**config.mk**
```make
export PLATFORM = sky130hd
export DESIGN_NAME = ecr_top
export DESIGN_NICKNAME = d
export VERILOG_FILES = /design/src/hdl/ecr_pkg.sv /design/src/hdl/ecr_enc_if.sv /design/src/hdl/ecr_top.sv /design/src/hdl/ecr_encoder.sv
export SDC_FILE = /design/constraint.sdc
export NUM_CORES = 1
export LEC_CHECK = 0
export ABC_CLOCK_PERIOD_IN_PS = 4000
export BUFFER_PORTS_ARGS = -buffer_cell sky130_fd_sc_hd__buf_2
export CAP_MARGIN = 20
export CORE_MARGIN = 2
export CORE_UTILIZATION = 45
export CTS_CLUSTER_SIZE = 14
export DETAILED_ROUTE_END_ITERATION = 10
export PLACE_DENSITY = 0.83
export SYNTH_ARGS = -nofsm -noshare
export SYNTH_HDL_FRONTEND = slang
export SYNTH_HIERARCHICAL = 1
export SYNTH_SLANG_ARGS = --single-unit
export TNS_END_PERCENT = 50
```
**constraint.sdc**
```tcl
create_clock -name clk_i -period 4 [get_ports clk_i]
set_clock_uncertainty 0.15 [all_clocks]
set_input_delay 0.8 -clock clk_i [delete_from_list [all_inputs] [get_ports clk_i]]
set_output_delay 0.8 -clock clk_i [all_outputs]
set_load 0.02 [all_outputs]
```
**src/hdl/ecr_pkg.sv**
```systemverilog
package ecr_pkg;
  // Register map and field layout
  localparam logic [4:0] ECR_REG_ADDR = 5'h10;
  localparam int ECR_DATA_W = 16;
  localparam int ECR_UNLOCK_BIT = 15;
  localparam int ECR_ADDR_LSB = 6;
  localparam int ECR_ADDR_W = 5;
  localparam int ECR_SCR_TEST_BIT = 5;
  localparam int ECR_NRZI_BIT = 3;
  localparam int ECR_INV_CODE_BIT = 2;
  localparam int ECR_CIPHER_DIS_BIT = 0;
  localparam logic [15:0] ECR_RESERVED_MASK = 16'h7812;
  // Reset values of the writable fields
  localparam logic ECR_UNLOCK_RST = 1'b0;
  localparam logic ECR_SCR_TEST_RST = 1'b0;
  localparam logic ECR_NRZI_RST = 1'b1;
  localparam logic ECR_INV_CODE_RST = 1'b0;
  localparam logic ECR_CIPHER_DIS_RST = 1'b0;
  localparam logic [15:0] ECR_RESET_VALUE = 16'h0008;
  // Transmit code tables, indexed by nibble
  localparam logic [15:0][4:0] ECR_STD_CODE = {
    5'h1D, 5'h1C, 5'h1B, 5'h1A, 5'h17, 5'h16, 5'h13, 5'h12,
    5'h0F, 5'h0E, 5'h0B, 5'h0A, 5'h15, 5'h14, 5'h09, 5'h1E};
  localparam logic [15:0][4:0] ECR_INV_CODE = {
    5'h1F, 5'h18, 5'h19, 5'h10, 5'h11, 5'h0C, 5'h0D, 5'h00,
    5'h07, 5'h06, 5'h05, 5'h04, 5'h03, 5'h02, 5'h01, 5'h00};
  typedef enum logic [1:0] {
    ECR_ADDR_WAIT = 2'b01,
    ECR_ADDR_HELD = 2'b10
  } ecr_addr_state_t;
endpackage

```
**src/hdl/ecr_enc_if.sv**
```systemverilog
`timescale 1ns/1ps
`default_nettype none
interface ecr_enc_if;
  logic nib_en;
  logic [3:0] nibble;
  logic tx_er;
  logic invalid_mode;
  logic [4:0] code;
  modport enc_mp (
    input nib_en,
    input nibble,
    input tx_er,
    input invalid_mode,
    output code
  );
  modport ctl_mp (
    output nib_en,
    output nibble,
    output tx_er,
    output invalid_mode,
    input code
  );
endinterface
`default_nettype wire

```
**src/hdl/ecr_top.sv**
```systemverilog
// Overview of operation
// - Writing one to bit 15 lets the next write change protected bits.
// - The unlock bit clears itself after the following management write, unless that write sets bit 15 again.
// - Reserved bits 14:11, 4 and 1 always read as zero.
// - Address bits 10:6 capture the LED pins at hardware reset.
// - Software reset leaves the captured address unchanged.
// - Bit 5 forces descrambler out of lock; resets to zero.
// - Bit 3 selects NRZ (0) or NRZI (1) at 100 Mb/s; resets one.
// - Bit 2 clear gives standard 4B/5B transmit translation.
// - Invalid mode with error line: nibbles 0-7 sent as zero plus nibble.
// - Invalid mode with error line: nibbles 8-F use the fixed code list.
// - Bit 0 set bypasses scrambler and descrambler; resets to zero.
// - The scrambler is used only at 100 Mb/s.
`timescale 1ns/1ps
`default_nettype none
module ecr_top (
  input wire logic clk_i,
  input wire logic reset_n_i,
  input wire logic soft_reset_i,
  input wire logic mgmt_wr_i,
  input wire logic mgmt_rd_i,
  input wire logic [4:0] mgmt_reg_addr_i,
  input wire logic [ecr_pkg::ECR_DATA_W-1:0] mgmt_wdata_i,
  output logic [ecr_pkg::ECR_DATA_W-1:0] mgmt_rdata_o,
  output logic mgmt_rvalid_o,
  output logic override_protected_bit_wr_en_o,
  input wire logic addr4_led_pin_i,
  input wire logic addr3_led_pin_i,
  input wire logic addr2_led_pin_i,
  input wire logic addr1_led_pin_i,
  input wire logic addr0_led_pin_i,
  output logic [ecr_pkg::ECR_ADDR_W-1:0] phy_addr_o,
  output logic phy_addr_valid_o,
  input wire logic speed_100_i,
  output logic scrambler_en_o,
  output logic descrambler_force_unlock_o,
  input wire logic tx_nib_en_i,
  input wire logic [3:0] tx_nibble_i,
  input wire logic tx_er_i,
  output logic [4:0] tx_code_o,
  input wire logic tx_bit_en_i,
  input wire logic tx_bit_i,
  output logic tx_line_o
);
  import ecr_pkg::*;

  logic unlock_reg;
  logic scr_test_reg;
  logic nrzi_reg;
  logic inv_code_reg;
  logic cipher_dis_reg;
  logic [ECR_ADDR_W-1:0] addr_reg;
  ecr_addr_state_t addr_state_reg;
  logic [ECR_DATA_W-1:0] rdata_reg;
  logic rvalid_reg;
  logic scr_en_reg;
  logic desc_unlock_reg;
  logic line_reg;
  logic hit;
  logic wr_hit;
  logic wr_other;
  logic [ECR_DATA_W-1:0] reg_view;
  ecr_enc_if enc_bus ();

  assign hit = mgmt_reg_addr_i == ECR_REG_ADDR;
  assign wr_hit = mgmt_wr_i & hit;
  assign wr_other = mgmt_wr_i & ~hit;

  ////////////////////////////////////////////////////////////////////////
  // Override unlock
  // unlock set and clear
  always_ff @(posedge clk_i or negedge reset_n_i) begin
    if (!reset_n_i) begin
      unlock_reg <= ECR_UNLOCK_RST;
    end else if (soft_reset_i) begin
      unlock_reg <= ECR_UNLOCK_RST;
    end else if (wr_hit) begin
      unlock_reg <= mgmt_wdata_i[ECR_UNLOCK_BIT];
    end else if (wr_other) begin
      unlock_reg <= 1'b0;
    end
  end

  assign override_protected_bit_wr_en_o = unlock_reg;

  ////////////////////////////////////////////////////////////////////////
  // Writable control fields
  // field write
  always_ff @(posedge clk_i or negedge reset_n_i) begin
    if (!reset_n_i) begin
      scr_test_reg <= ECR_SCR_TEST_RST;
      nrzi_reg <= ECR_NRZI_RST;
      inv_code_reg <= ECR_INV_CODE_RST;
      cipher_dis_reg <= ECR_CIPHER_DIS_RST;
    end else if (soft_reset_i) begin
      scr_test_reg <= ECR_SCR_TEST_RST;
      nrzi_reg <= ECR_NRZI_RST;
      inv_code_reg <= ECR_INV_CODE_RST;
      cipher_dis_reg <= ECR_CIPHER_DIS_RST;
    end else if (wr_hit) begin
      scr_test_reg <= mgmt_wdata_i[ECR_SCR_TEST_BIT];
      nrzi_reg <= mgmt_wdata_i[ECR_NRZI_BIT];
      inv_code_reg <= mgmt_wdata_i[ECR_INV_CODE_BIT];
      cipher_dis_reg <= mgmt_wdata_i[ECR_CIPHER_DIS_BIT];
    end
  end

  ////////////////////////////////////////////////////////////////////////
  // Address capture, first edge after hardware reset release
  // address latch
  always_ff @(posedge clk_i or negedge reset_n_i) begin
    if (!reset_n_i) begin
      addr_reg <= '0;
      addr_state_reg <= ECR_ADDR_WAIT;
    end else begin
      case (addr_state_reg)
        ECR_ADDR_WAIT: begin
          addr_reg <= {addr4_led_pin_i, addr3_led_pin_i, addr2_led_pin_i,
                       addr1_led_pin_i, addr0_led_pin_i};
          addr_state_reg <= ECR_ADDR_HELD;
        end
        ECR_ADDR_HELD: begin
          addr_reg <= addr_reg;
        end
        default: begin
          addr_state_reg <= ECR_ADDR_WAIT;
        end
      endcase
    end
  end

  assign phy_addr_o = addr_reg;
  assign phy_addr_valid_o = addr_state_reg == ECR_ADDR_HELD;

  ////////////////////////////////////////////////////////////////////////
  // Read path
  // reserved read zero
  always_comb begin
    reg_view = '0;
    reg_view[ECR_UNLOCK_BIT] = unlock_reg;
    reg_view[ECR_ADDR_LSB +: ECR_ADDR_W] = addr_reg;
    reg_view[ECR_SCR_TEST_BIT] = scr_test_reg;
    reg_view[ECR_NRZI_BIT] = nrzi_reg;
    reg_view[ECR_INV_CODE_BIT] = inv_code_reg;
    reg_view[ECR_CIPHER_DIS_BIT] = cipher_dis_reg;
  end

  always_ff @(posedge clk_i or negedge reset_n_i) begin
    if (!reset_n_i) begin
      rdata_reg <= '0;
      rvalid_reg <= 1'b0;
    end else begin
      rvalid_reg <= mgmt_rd_i;
      if (mgmt_rd_i) begin
        rdata_reg <= hit ? reg_view : '0;
      end
    end
  end

  assign mgmt_rdata_o = rdata_reg;
  assign mgmt_rvalid_o = rvalid_reg;

  ////////////////////////////////////////////////////////////////////////
  // Scrambler controls
  // scrambler gating
  always_ff @(posedge clk_i or negedge reset_n_i) begin
    if (!reset_n_i) begin
      scr_en_reg <= 1'b0;
      desc_unlock_reg <= 1'b0;
    end else begin
      scr_en_reg <= speed_100_i & ~cipher_dis_reg;
      desc_unlock_reg <= scr_test_reg;
    end
  end

  assign scrambler_en_o = scr_en_reg;
  assign descrambler_force_unlock_o = desc_unlock_reg;

  ////////////////////////////////////////////////////////////////////////
  // Serial line coding
  // NRZ or NRZI
  always_ff @(posedge clk_i or negedge reset_n_i) begin
    if (!reset_n_i) begin
      line_reg <= 1'b0;
    end else if (tx_bit_en_i) begin
      if (speed_100_i && nrzi_reg) begin
        line_reg <= line_reg ^ tx_bit_i;
      end else begin
        line_reg <= tx_bit_i;
      end
    end
  end

  assign tx_line_o = line_reg;

  ////////////////////////////////////////////////////////////////////////
  // Transmit nibble coding
  assign enc_bus.nib_en = tx_nib_en_i;
  assign enc_bus.nibble = tx_nibble_i;
  assign enc_bus.tx_er = tx_er_i;
  assign enc_bus.invalid_mode = inv_code_reg;
  assign tx_code_o = enc_bus.code;

  ecr_encoder u_encoder (
    .clk_i(clk_i),
    .reset_n_i(reset_n_i),
    .enc(enc_bus.enc_mp)
  );
endmodule
`default_nettype wire

```
**src/hdl/ecr_encoder.sv**
```systemverilog
`timescale 1ns/1ps
`default_nettype none
module ecr_encoder (
  input wire logic clk_i,
  input wire logic reset_n_i,
  ecr_enc_if.enc_mp enc
);
  import ecr_pkg::*;

  logic use_inv;

  assign use_inv = enc.invalid_mode & enc.tx_er;

  always_ff @(posedge clk_i or negedge reset_n_i) begin
    if (!reset_n_i) begin
      enc.code <= 5'h00;
    end else if (enc.nib_en) begin
      if (use_inv) begin
        enc.code <= ECR_INV_CODE[enc.nibble];
      end else begin
        enc.code <= ECR_STD_CODE[enc.nibble];
      end
    end
  end
endmodule
`default_nettype wire

```
==> results of run 1 <==
-- layout make-up --
class                   instances  area (µm²)
clock buffers                   7       45.04
multi-input cells              92       580.6
fillers                       299        1291
inverters                      14       52.55
well taps                      44       55.05
repair buffers                 54       270.3
flip-flops and latches         31       778.2
clock inverters                 1       5.005
-- layer usage --
metal  global-route usage  vias to the layer above  wire (µm)
met5                    0                        -          0
met4               0.1118                        0         62
met3              0.03151                        6        192
met2               0.2781                       43       1457
met1               0.1894                      542       1230
li1                     -                      591          -
-- cell families after synthesis --
logic type	Yosys count	share of synthesized area
AND/OR/NAND/NOR	42	0.1499
AO/OA/AOI/OAI	33	0.1414
flip-flops	31	0.5267
buffers and inverters	26	0.09314
multiplexers	7	0.05249
adder cells (fa/ha/maj)	4	0.03387
other	1	0.002538
-- synth_stat cells, types with 2 or more instances --
master / instances / area (µm²)
o21ai_0: 7 / 35.03
buf_4: 6 / 45.04
mux2_2: 6 / 67.56
buf_2: 2 / 10.01
dfstp_2: 2 / 52.55
nand4_1: 3 / 18.77
nor2_1: 12 / 45.04
ha_1: 4 / 50.05
o22ai_1: 10 / 62.56
nand2_2: 2 / 12.51
a21oi_1: 4 / 20.02
a31oi_1: 4 / 25.02
buf_6: 2 / 22.52
inv_1: 14 / 52.55
dfrtp_1: 29 / 725.7
clkbuf_1: 2 / 7.510
nand3_1: 3 / 15.01
nand2_1: 11 / 41.29
nor2b_1: 3 / 18.77
-- worst max-delay path by stage --
stage | slack [ns] | cells after the start | startpoint | endpoint
3_5_place_dp | 1.86 | 6 | tx_nibble_i[1] | u_encoder/enc.code[2]
3_3_place_gp | 1.95 | 6 | tx_nibble_i[1] | u_encoder/enc.code[2]
5_1_grt | 1.95 | 2 | addr_state_reg[0] | phy_addr_valid_o
4_1_cts | 1.98 | 2 | addr_state_reg[0] | phy_addr_valid_o
6_report | 2.00 | 2 | addr_state_reg[0] | phy_addr_valid_o
2_1_floorplan | 2.19 | 5 | tx_nibble_i[1] | u_encoder/enc.code[2]
-- where the power goes --
part / switching (W) / internal, W / leakage [nW] / total, W
logic: 0.0000554 / 0.0000316 / 0.433 / 0.0000869
registers: 0.00000697 / 0.000325 / 0.386 / 0.000332
clock network: 0.0000982 / 0.0000683 / 0.0293 / 0.000167
total: 0.000161 / 0.000424 / 0.849 / 0.000585
-- worst max-delay path, stage by stage, from the launching register on --
cell	delay, ns
dfstp_2	0.53
nor2b_1	0.05
buf_2	0.15
-- through the flow --
| step | instance area [µm²] | hold WS (ns) |
|---|---|---|
| 2_1_floorplan | 1496 | 0.2178 |
| 3_3_place_gp | 1737 | 0.2345 |
| 3_5_place_dp | 1737 | 0.2481 |
| 4_1_cts | 1787 | 0.2746 |
| 5_1_grt | 1787 | 0.2849 |
| 6_report | 1787 | 0.2771 |
==> results_dict.tcl, run 1 <==
set metrics [dict create \
    core_mm2 0.003078 \
    cts_resized 0 \
    fin_ws_ns 1.998 \
    area_growth_pct 20.91 \
    hold_violations 0 \
    routedWlPerCell_um 12.11 \
    htree_levels 2 \
    gp_congestion 0.7219 \
    io_buffers 54 \
    tightestPinTransition_ns 0.6563 \
    die-area_mm2 0.003758 \
    detail_route.drc_violations 0 \
    first_pass_iters 3 \
    ys_ff_latch 31 \
    pin_count 72 \
    synth_area_mm2 0.001478 \
    numCtsBuffers 5 \
    p_leak_nw 0.8485 \
    clk_pin_slew_ns 0.10 \
    worst_skew_pair.late_latency_ns 0.33 \
    root_buffer "clkbuf_4" \
    clockBufferDepth 2 \
    preCtsSetupSlack_ns 1.863 \
    maxCapViolCount 0 \
    yosysSeqAreaShare 0.5267 \
    async_flop_share 1.000 \
    vdd_drop_max_mv 0.1337 \
    drive_above_1_share 0.3769 \
    nNetsFinal 242 \
    fmax_mhz 499.5 \
    synth_ff_type "dfrtp_1" \
    rsz0062_at_grt "no" \
    synth_edf_count 0 \
    grt_max_degree 32 \
    post-route-period-util 0.5005 \
    worstSetupEndpointType "output port" \
    r2r-end "phy_addr_o[0]" \
    crit_arrival_ns 1.05 \
    largest_reg_flops 10 \
    num_vias 1182 \
    fin_util 0.5805 \
    postCtsSetupBuffers 0 \
    power_density_mw_per_mm2 327.4 \
    rows 20 \
    cts_hold_buffers 0 \
    start_util 0.4801 \
    clkSinkCount 31 \
    grt_pass1_vias 1011 \
    hold_path_end "descrambler_force_unlock_o" \
    reg2reg_slack_ns 2.40 \
    avgSynthCellArea_um2 10.26 \
    setup_viol 0 \
    reg2reg_depth 2 \
    drv_slew 0 \
    hold_path_class "flop to flop" \
    r2r_start "addr_state_reg[0]" \
    yosysUniqueCellTypes 37 \
    min_path_cells 0 \
    wl_um 2943 \
    worstPathMaxFanout 2 \
    required_ns 3.05 \
    drt_iter0_markers 58 \
    diodes 0 \
    grt.overflow.total 0 \
    place_hpwl_um 2263 \
    drtAntennaViolNets 0 \
    min-delay-start "scr_test_reg" \
    relSlewSlack 0.5624 \
    final_cells 243 \
    viasPerCell 4.864 \
    antenna_found_initial 0 \
    dp.cells 235 \
    setup_tns_ns 0 \
    most-common-layout-cells "buf_2, dfrtp_1, inv_1, nor2_1, nand2_1" \
    grt_pass1_wl_um 4402 \
    yosysWarnings 6 \
    crit_type "flop to output port" \
    die_h_um 61.31 \
    crit_path_start_kind "flop" \
    fin_total_pwr_w 0.0005850 \
    grt_usage 0.1651 \
    die_width_um 61.31 \
    period_minus_slack_ns 2.002 \
    status "finished, final reports clean" \
    cts_tree "yes" \
    syn_inst 144 \
    final_common_cell "buf_2" \
]
No activity file was read; power rests on OpenSTA's default activity.
==> run 2, diff against run 1 <==
Settings changed: ABC_AREA set to 1, ABC_CLOCK_PERIOD_IN_PS 4000 to 2000.
Clock period 4 ns to 2 ns, I/O delays scaled along.
==> results_dict.tcl, run 2 <==
set metrics [dict create \
    status "finished, final reports clean" \
    crit_path_start_kind "flop" \
    clk_pin_slew_ns 0.10 \
    largest_reg_flops 10 \
    drv_slew 0 \
    root_buffer "clkbuf_4" \
    cts_tree "yes" \
    tightestPinTransition_ns 0.6612 \
    synth_edf_count 0 \
    grt.overflow.total 0 \
    grt_pass1_vias 1196 \
    clockBufferDepth 2 \
    routedWlPerCell_um 10.51 \
    synthTopCellsByCount "nand2_1, dfrtp_1, inv_1" \
    nNetsFinal 279 \
    yosysWarnings 6 \
    grt_max_degree 32 \
    synth_top_cell_by_area "dfrtp_1" \
    drt_iter0_markers 34 \
    pin_count 72 \
    num_vias 1280 \
    yosysUniqueCellTypes 23 \
    reg2reg_depth 4 \
    crit_buf_inv 1 \
    syn_inst 177 \
    relSlewSlack 0.5592 \
    clkSinkCount 31 \
    worstPathMaxFanout 2 \
    yosysSeqAreaShare 0.5073 \
    worst-path-stages 2 \
    numCtsBuffers 5 \
    ys_top_cells_by_area "dfrtp_1, nand2_1, inv_1" \
    critPathTopFamily "flip-flops" \
    drive_above_1_share 0.3559 \
    drtAntennaViolNets 0 \
    yosysTopAreaCellShare 0.4731 \
    yosysMostFrequentCell "nand2_1" \
    crit_arrival_ns 1.05 \
    synth_area_mm2 0.001534 \
    detail_route.drc_violations 0 \
    async_flop_share 1.000 \
    maxCapViolCount 0 \
    htree_levels 2 \
    r2r_start "addr_state_reg[0]" \
    cts_hold_buffers 1 \
    power_density_mw_per_mm2 654.3 \
    period_minus_slack_ns 1.603 \
    viasPerCell 4.539 \
    die_h_um 62.39 \
    p_leak_nw 1.040 \
    io_buffers 54 \
    dp.cells 273 \
    cpMaxStageDelayCell "dfstp_2" \
    final_cells 282 \
    postCtsSetupBuffers 0 \
    worstSetupEndpoint "phy_addr_valid_o" \
    cts_resized 0 \
    grt_pass1_wl_um 5395 \
    final_common_cell "nand2_1" \
    place_hpwl_um 2256 \
    core_mm2 0.003311 \
    setup_tns_ns 0 \
    antenna_found_initial 0 \
    first_pass_iters 4 \
    cp_cell_sequence "nor2_1, buf_2" \
    diodes 0 \
    grt_usage 0.1797 \
    post-route-period-util 0.8015 \
    die_width_um 62.39 \
    crit_type "flop to output port" \
    rsz0062_at_grt "no" \
    worst_skew_pair.late_latency_ns 0.32 \
    setup_viol 0 \
    rows 21 \
    fmax_mhz 623.9 \
    wl_um 2965 \
    hold_path_class "input pin to flop" \
    fin_total_pwr_w 0.001230 \
    hold_violations 0 \
    ys_ff_latch 31 \
    gp_congestion 0.7982 \
    die-area_mm2 0.003892 \
    min-delay-start "addr4_led_pin_i" \
    vdd_drop_max_mv 0.4057 \
    worstSetupEndpointType "output port" \
    r2r-end "phy_addr_o[3]" \
    avgSynthCellArea_um2 8.667 \
    required_ns 1.45 \
    max_stage_delay_ns 0.54 \
    start_util 0.4633 \
    synth_ff_type "dfrtp_1" \
    area_growth_pct 22.59 \
    most-common-layout-cells "nand2_1, buf_2, dfrtp_1, inv_1, nand3_1" \
    setup.worst_path.start "addr_state_reg[0]" \
    reg2reg_slack_ns 0.81 \
]
[run 2: cell types whose count changed in the layout (fill, tap and decap cells not counted), sizes merged, moves of 2 or more]
cell   delta
nand2    +43
nor2      -3
a21oi     -4
mux2      -6
o22ai    -10
nand4     +2
or3b      -2
o21ai     +6
nor2b     -3
inv       +9
a31oi     -3
nand3    +16
[run 2: how the worst min path moves through the flow]
stage / slack, ns / end / cells after the start
2_1_floorplan: -0.05 / addr_state_reg[1] / 0
3_3_place_gp: 0.26 / descrambler_force_unlock_o / 0
3_5_place_dp: 0.28 / descrambler_force_unlock_o / 0
4_1_cts: 0.11 / phy_addr_o[2] / 3
5_1_grt: 0.09 / phy_addr_o[2] / 3
6_report: 0.12 / phy_addr_o[4] / 3
[run 2: layout make-up]
class / instances / area, µm²
clock buffer: 7 / 55.05
clock inverter: 1 / 5.005
fill: 338 / 1430
inverter: 24 / 90.09
multi-input combinational: 118 / 614.3
sequential: 31 / 778.2
tap: 46 / 57.56
timing repair buffer: 55 / 280.3
[run 2: kinds of logic (layout without fill, tap and decap cells)]
logic type | Yosys count | count (layout) | share of synthesized area
fa+ha+maj | 4 | 4 | 0.03263
buf+inv | 33 | 87 | 0.1044
simple gates | 92 | 92 | 0.2806
xor+xnor | 1 | 1 | 0.005711
other cells | 1 | 6 | 0.002445
compound gates | 15 | 15 | 0.06689
flops | 31 | 31 | 0.5073
[run 2: tightest hold or removal path, delay by kind of cell]
family / cells / cell delay (ns)
and+or+nand+nor: 2 / 0.09
buffers and inverters: 1 / 0.07
[run 2: layer usage]
layer / global-route usage / up-vias / routed length, µm
met5: 0 / - / 0
met4: 0.09167 / 0 / 61
met3: 0.05045 / 5 / 163
met2: 0.2908 / 40 / 1439
met1: 0.2210 / 574 / 1300
li1: - / 661 / -
[run 2: through the flow]
step           instance area, µm²    util  hold slack [ns]  setup slack [ns]
6_report                     1881  0.5680           0.1176            0.3971
5_1_grt                      1881  0.5680          0.09433            0.2945
4_1_cts                      1881  0.5680           0.1072            0.3768
3_5_place_dp                 1810  0.5469           0.2766            0.4719
3_3_place_gp                 1810  0.5469           0.2637            0.4968
2_1_floorplan                1553       -         -0.04559            0.6941
[run 2: report_power, final]
group	internal [W]	switching (W)	leakage, nW	total, W
Clock	0.000170	0.000200	0.0353	0.000371
Combinational	0.0000652	0.000125	0.614	0.000190
Sequential	0.000654	0.0000159	0.390	0.000669
Total	0.000889	0.000342	1.04	0.00123
==> run 3, diff against run 2 <==
Settings changed: ABC_AREA 1 to 0, ABC_CLOCK_PERIOD_IN_PS 2000 to 1450, CORE_UTILIZATION 45 to 41, PLACE_DENSITY 0.83 to 0.8.
Clock period 2 ns to 1.45 ns, I/O delays scaled along.
==> results_dict.tcl, run 3 (synthesized netlist as in run 1, its figures left out) <==
set metrics [dict create \
    reg2reg_depth 3 \
    period_minus_slack_ns 1.488 \
    wl_met2_um 1369 \
    rows 21 \
    numCtsBuffers 5 \
    power_density_mw_per_mm2 901.5 \
    io_buffers 54 \
    htree_levels 2 \
    rsz0062_at_grt "yes" \
    detail_route.drc_violations 0 \
    core_mm2 0.003390 \
    multiInputGateArea_um2 590.6 \
    setup_viol 3 \
    die-area_mm2 0.004100 \
    drtAntennaViolNets 0 \
    clk_pin_slew_ns 0.09 \
    pin_count 72 \
    crit_type "flop to output port" \
    fin_ws_ns -0.03824 \
    maxCapViolCount 0 \
    post-route-period-util 1.026 \
    root_buffer "clkbuf_4" \
    die_h_um 64.04 \
    grt_pass1_wl_um 4919 \
    clockBufferDepth 2 \
    grt_max_degree 22 \
    grt_usage 0.1566 \
    violations "setup timing" \
    vdd_drop_max_mv 0.2849 \
    route.met3.wl_um 182 \
    grt_pass1_vias 1127 \
    grt.overflow.total 0 \
    diodes 0 \
    num_vias 1186 \
    topRoutingLayerUsed "met4" \
    wl_um 2888 \
    area_growth_pct 29.30 \
    start_util 0.4360 \
    viasPerCell 4.669 \
    final_common_cell "buf_2" \
    die_width_um 64.04 \
    nNetsFinal 251 \
    met1_length_um 1269 \
    hold_path_class "input pin to flop" \
    nFillCells 312 \
    p_leak_nw 0.9210 \
    drt_iter0_markers 105 \
    antenna_found_initial 0 \
    status "finished with violations" \
    place_hpwl_um 2280 \
    fmax_mhz 671.9 \
    hold_violations 0 \
    worst_skew_pair.late_latency_ns 0.32 \
    drive_above_1_share 0.4135 \
    most-common-layout-cells "buf_2, dfrtp_1, inv_1, nor2_1, nand2_1" \
    first_pass_iters 4 \
    crit_path_start_kind "flop" \
    min_path_cells 2 \
    cts_tree "yes" \
    fin_util 0.5637 \
    clkSinkCount 31 \
    gp_congestion 0.7309 \
    largest_reg_flops 10 \
    required_ns 1.01 \
    crit_arrival_ns 1.05 \
    routedWlPerCell_um 11.37 \
    drv_slew 0 \
    seqCellArea_um2 778.2 \
    setup_tns_ns -0.04409 \
    worstPathMaxFanout 2 \
    worstSetupEndpointType "output port" \
    reg2reg_slack_ns -0.01 \
]
-- run 3: cell types whose count changed in the layout (fill, tap and decap cells not counted), sizes merged, moves of 4 or more --
| cell | change |
|---|---|
| inv | -9 |
| a21oi | +4 |
| o22ai | +10 |
| nand3 | -16 |
| buf | +8 |
| mux2 | +6 |
| nand2 | -43 |
| o21ai | -6 |
-- run 3: worst max-delay path, cell delays in order (launching register included) --
cell and delay (ns):
dfstp_2 0.56, nor2b_4 0.04, buf_6 0.12
-- run 3: path summary, 6_finish.rpt --
path	from	endpoint
worst max register to register	addr_state_reg[0]	phy_addr_o[4]
worst min register to register	scr_test_reg	descrambler_force_unlock_o
min in group asynchronous	reset_n_i	scrambler_en_o
worst min-delay path	addr1_led_pin_i	phy_addr_o[1]
max in group asynchronous	reset_n_i	addr_state_reg[0]
worst max-delay path	addr_state_reg[0]	phy_addr_valid_o
-- run 3: through the flow --
| step | power (W) | instance area (µm²) | hold slack (ns) | instances | worst slack, ns |
|---|---|---|---|---|---|
| 3_3_place_gp | 0.001183 | 1804 | 0.05815 | 244 | -0.01728 |
| 4_1_cts | 0.001749 | 1892 | 0.02638 | 253 | -0.03673 |
| 3_5_place_dp | 0.001188 | 1804 | 0.05828 | 244 | -0.04668 |
| 2_1_floorplan | 0.001079 | 1496 | -0.1556 | 149 | 0.08709 |
| 6_report | 0.001722 | 1911 | 0.04527 | 254 | -0.03824 |
| 5_1_grt | 0.001847 | 1911 | 0.01892 | 254 | -0.09529 |
-- run 3: cell type report --
type                            count  share of cell area
Clock buffer                        8             0.03602
Timing Repair Buffer               63              0.1899
Sequential cell                    31              0.4073
Multi-Input combinational cell     92              0.3091
Inverter                           14             0.02750
Tap cell                           46             0.03012
-- run 3: what timing repair did --
item / CTS / global route
hold buffers: 1 / 0
resized for setup: 3 / 3
endpoints found under the setup margin: 2 / 6
setup buffers: 0 / 1
cloned: 0 / 0
hold endpoints to repair: 30 / 0
-- run 3: where the power goes --
part           switching (W)  internal [W]
clock               0.000267      0.000285
sequential         0.0000190      0.000895
combinational       0.000153      0.000103
total               0.000440       0.00128
-- run 3: metal layers --
| layer | vias to the layer above | GRT usage |
|---|---|---|
| li1 | 608 | - |
| met1 | 528 | 0.1943 |
| met2 | 45 | 0.2487 |
| met3 | 5 | 0.03169 |
| met4 | 0 | 0.09783 |
| met5 | - | 0 |
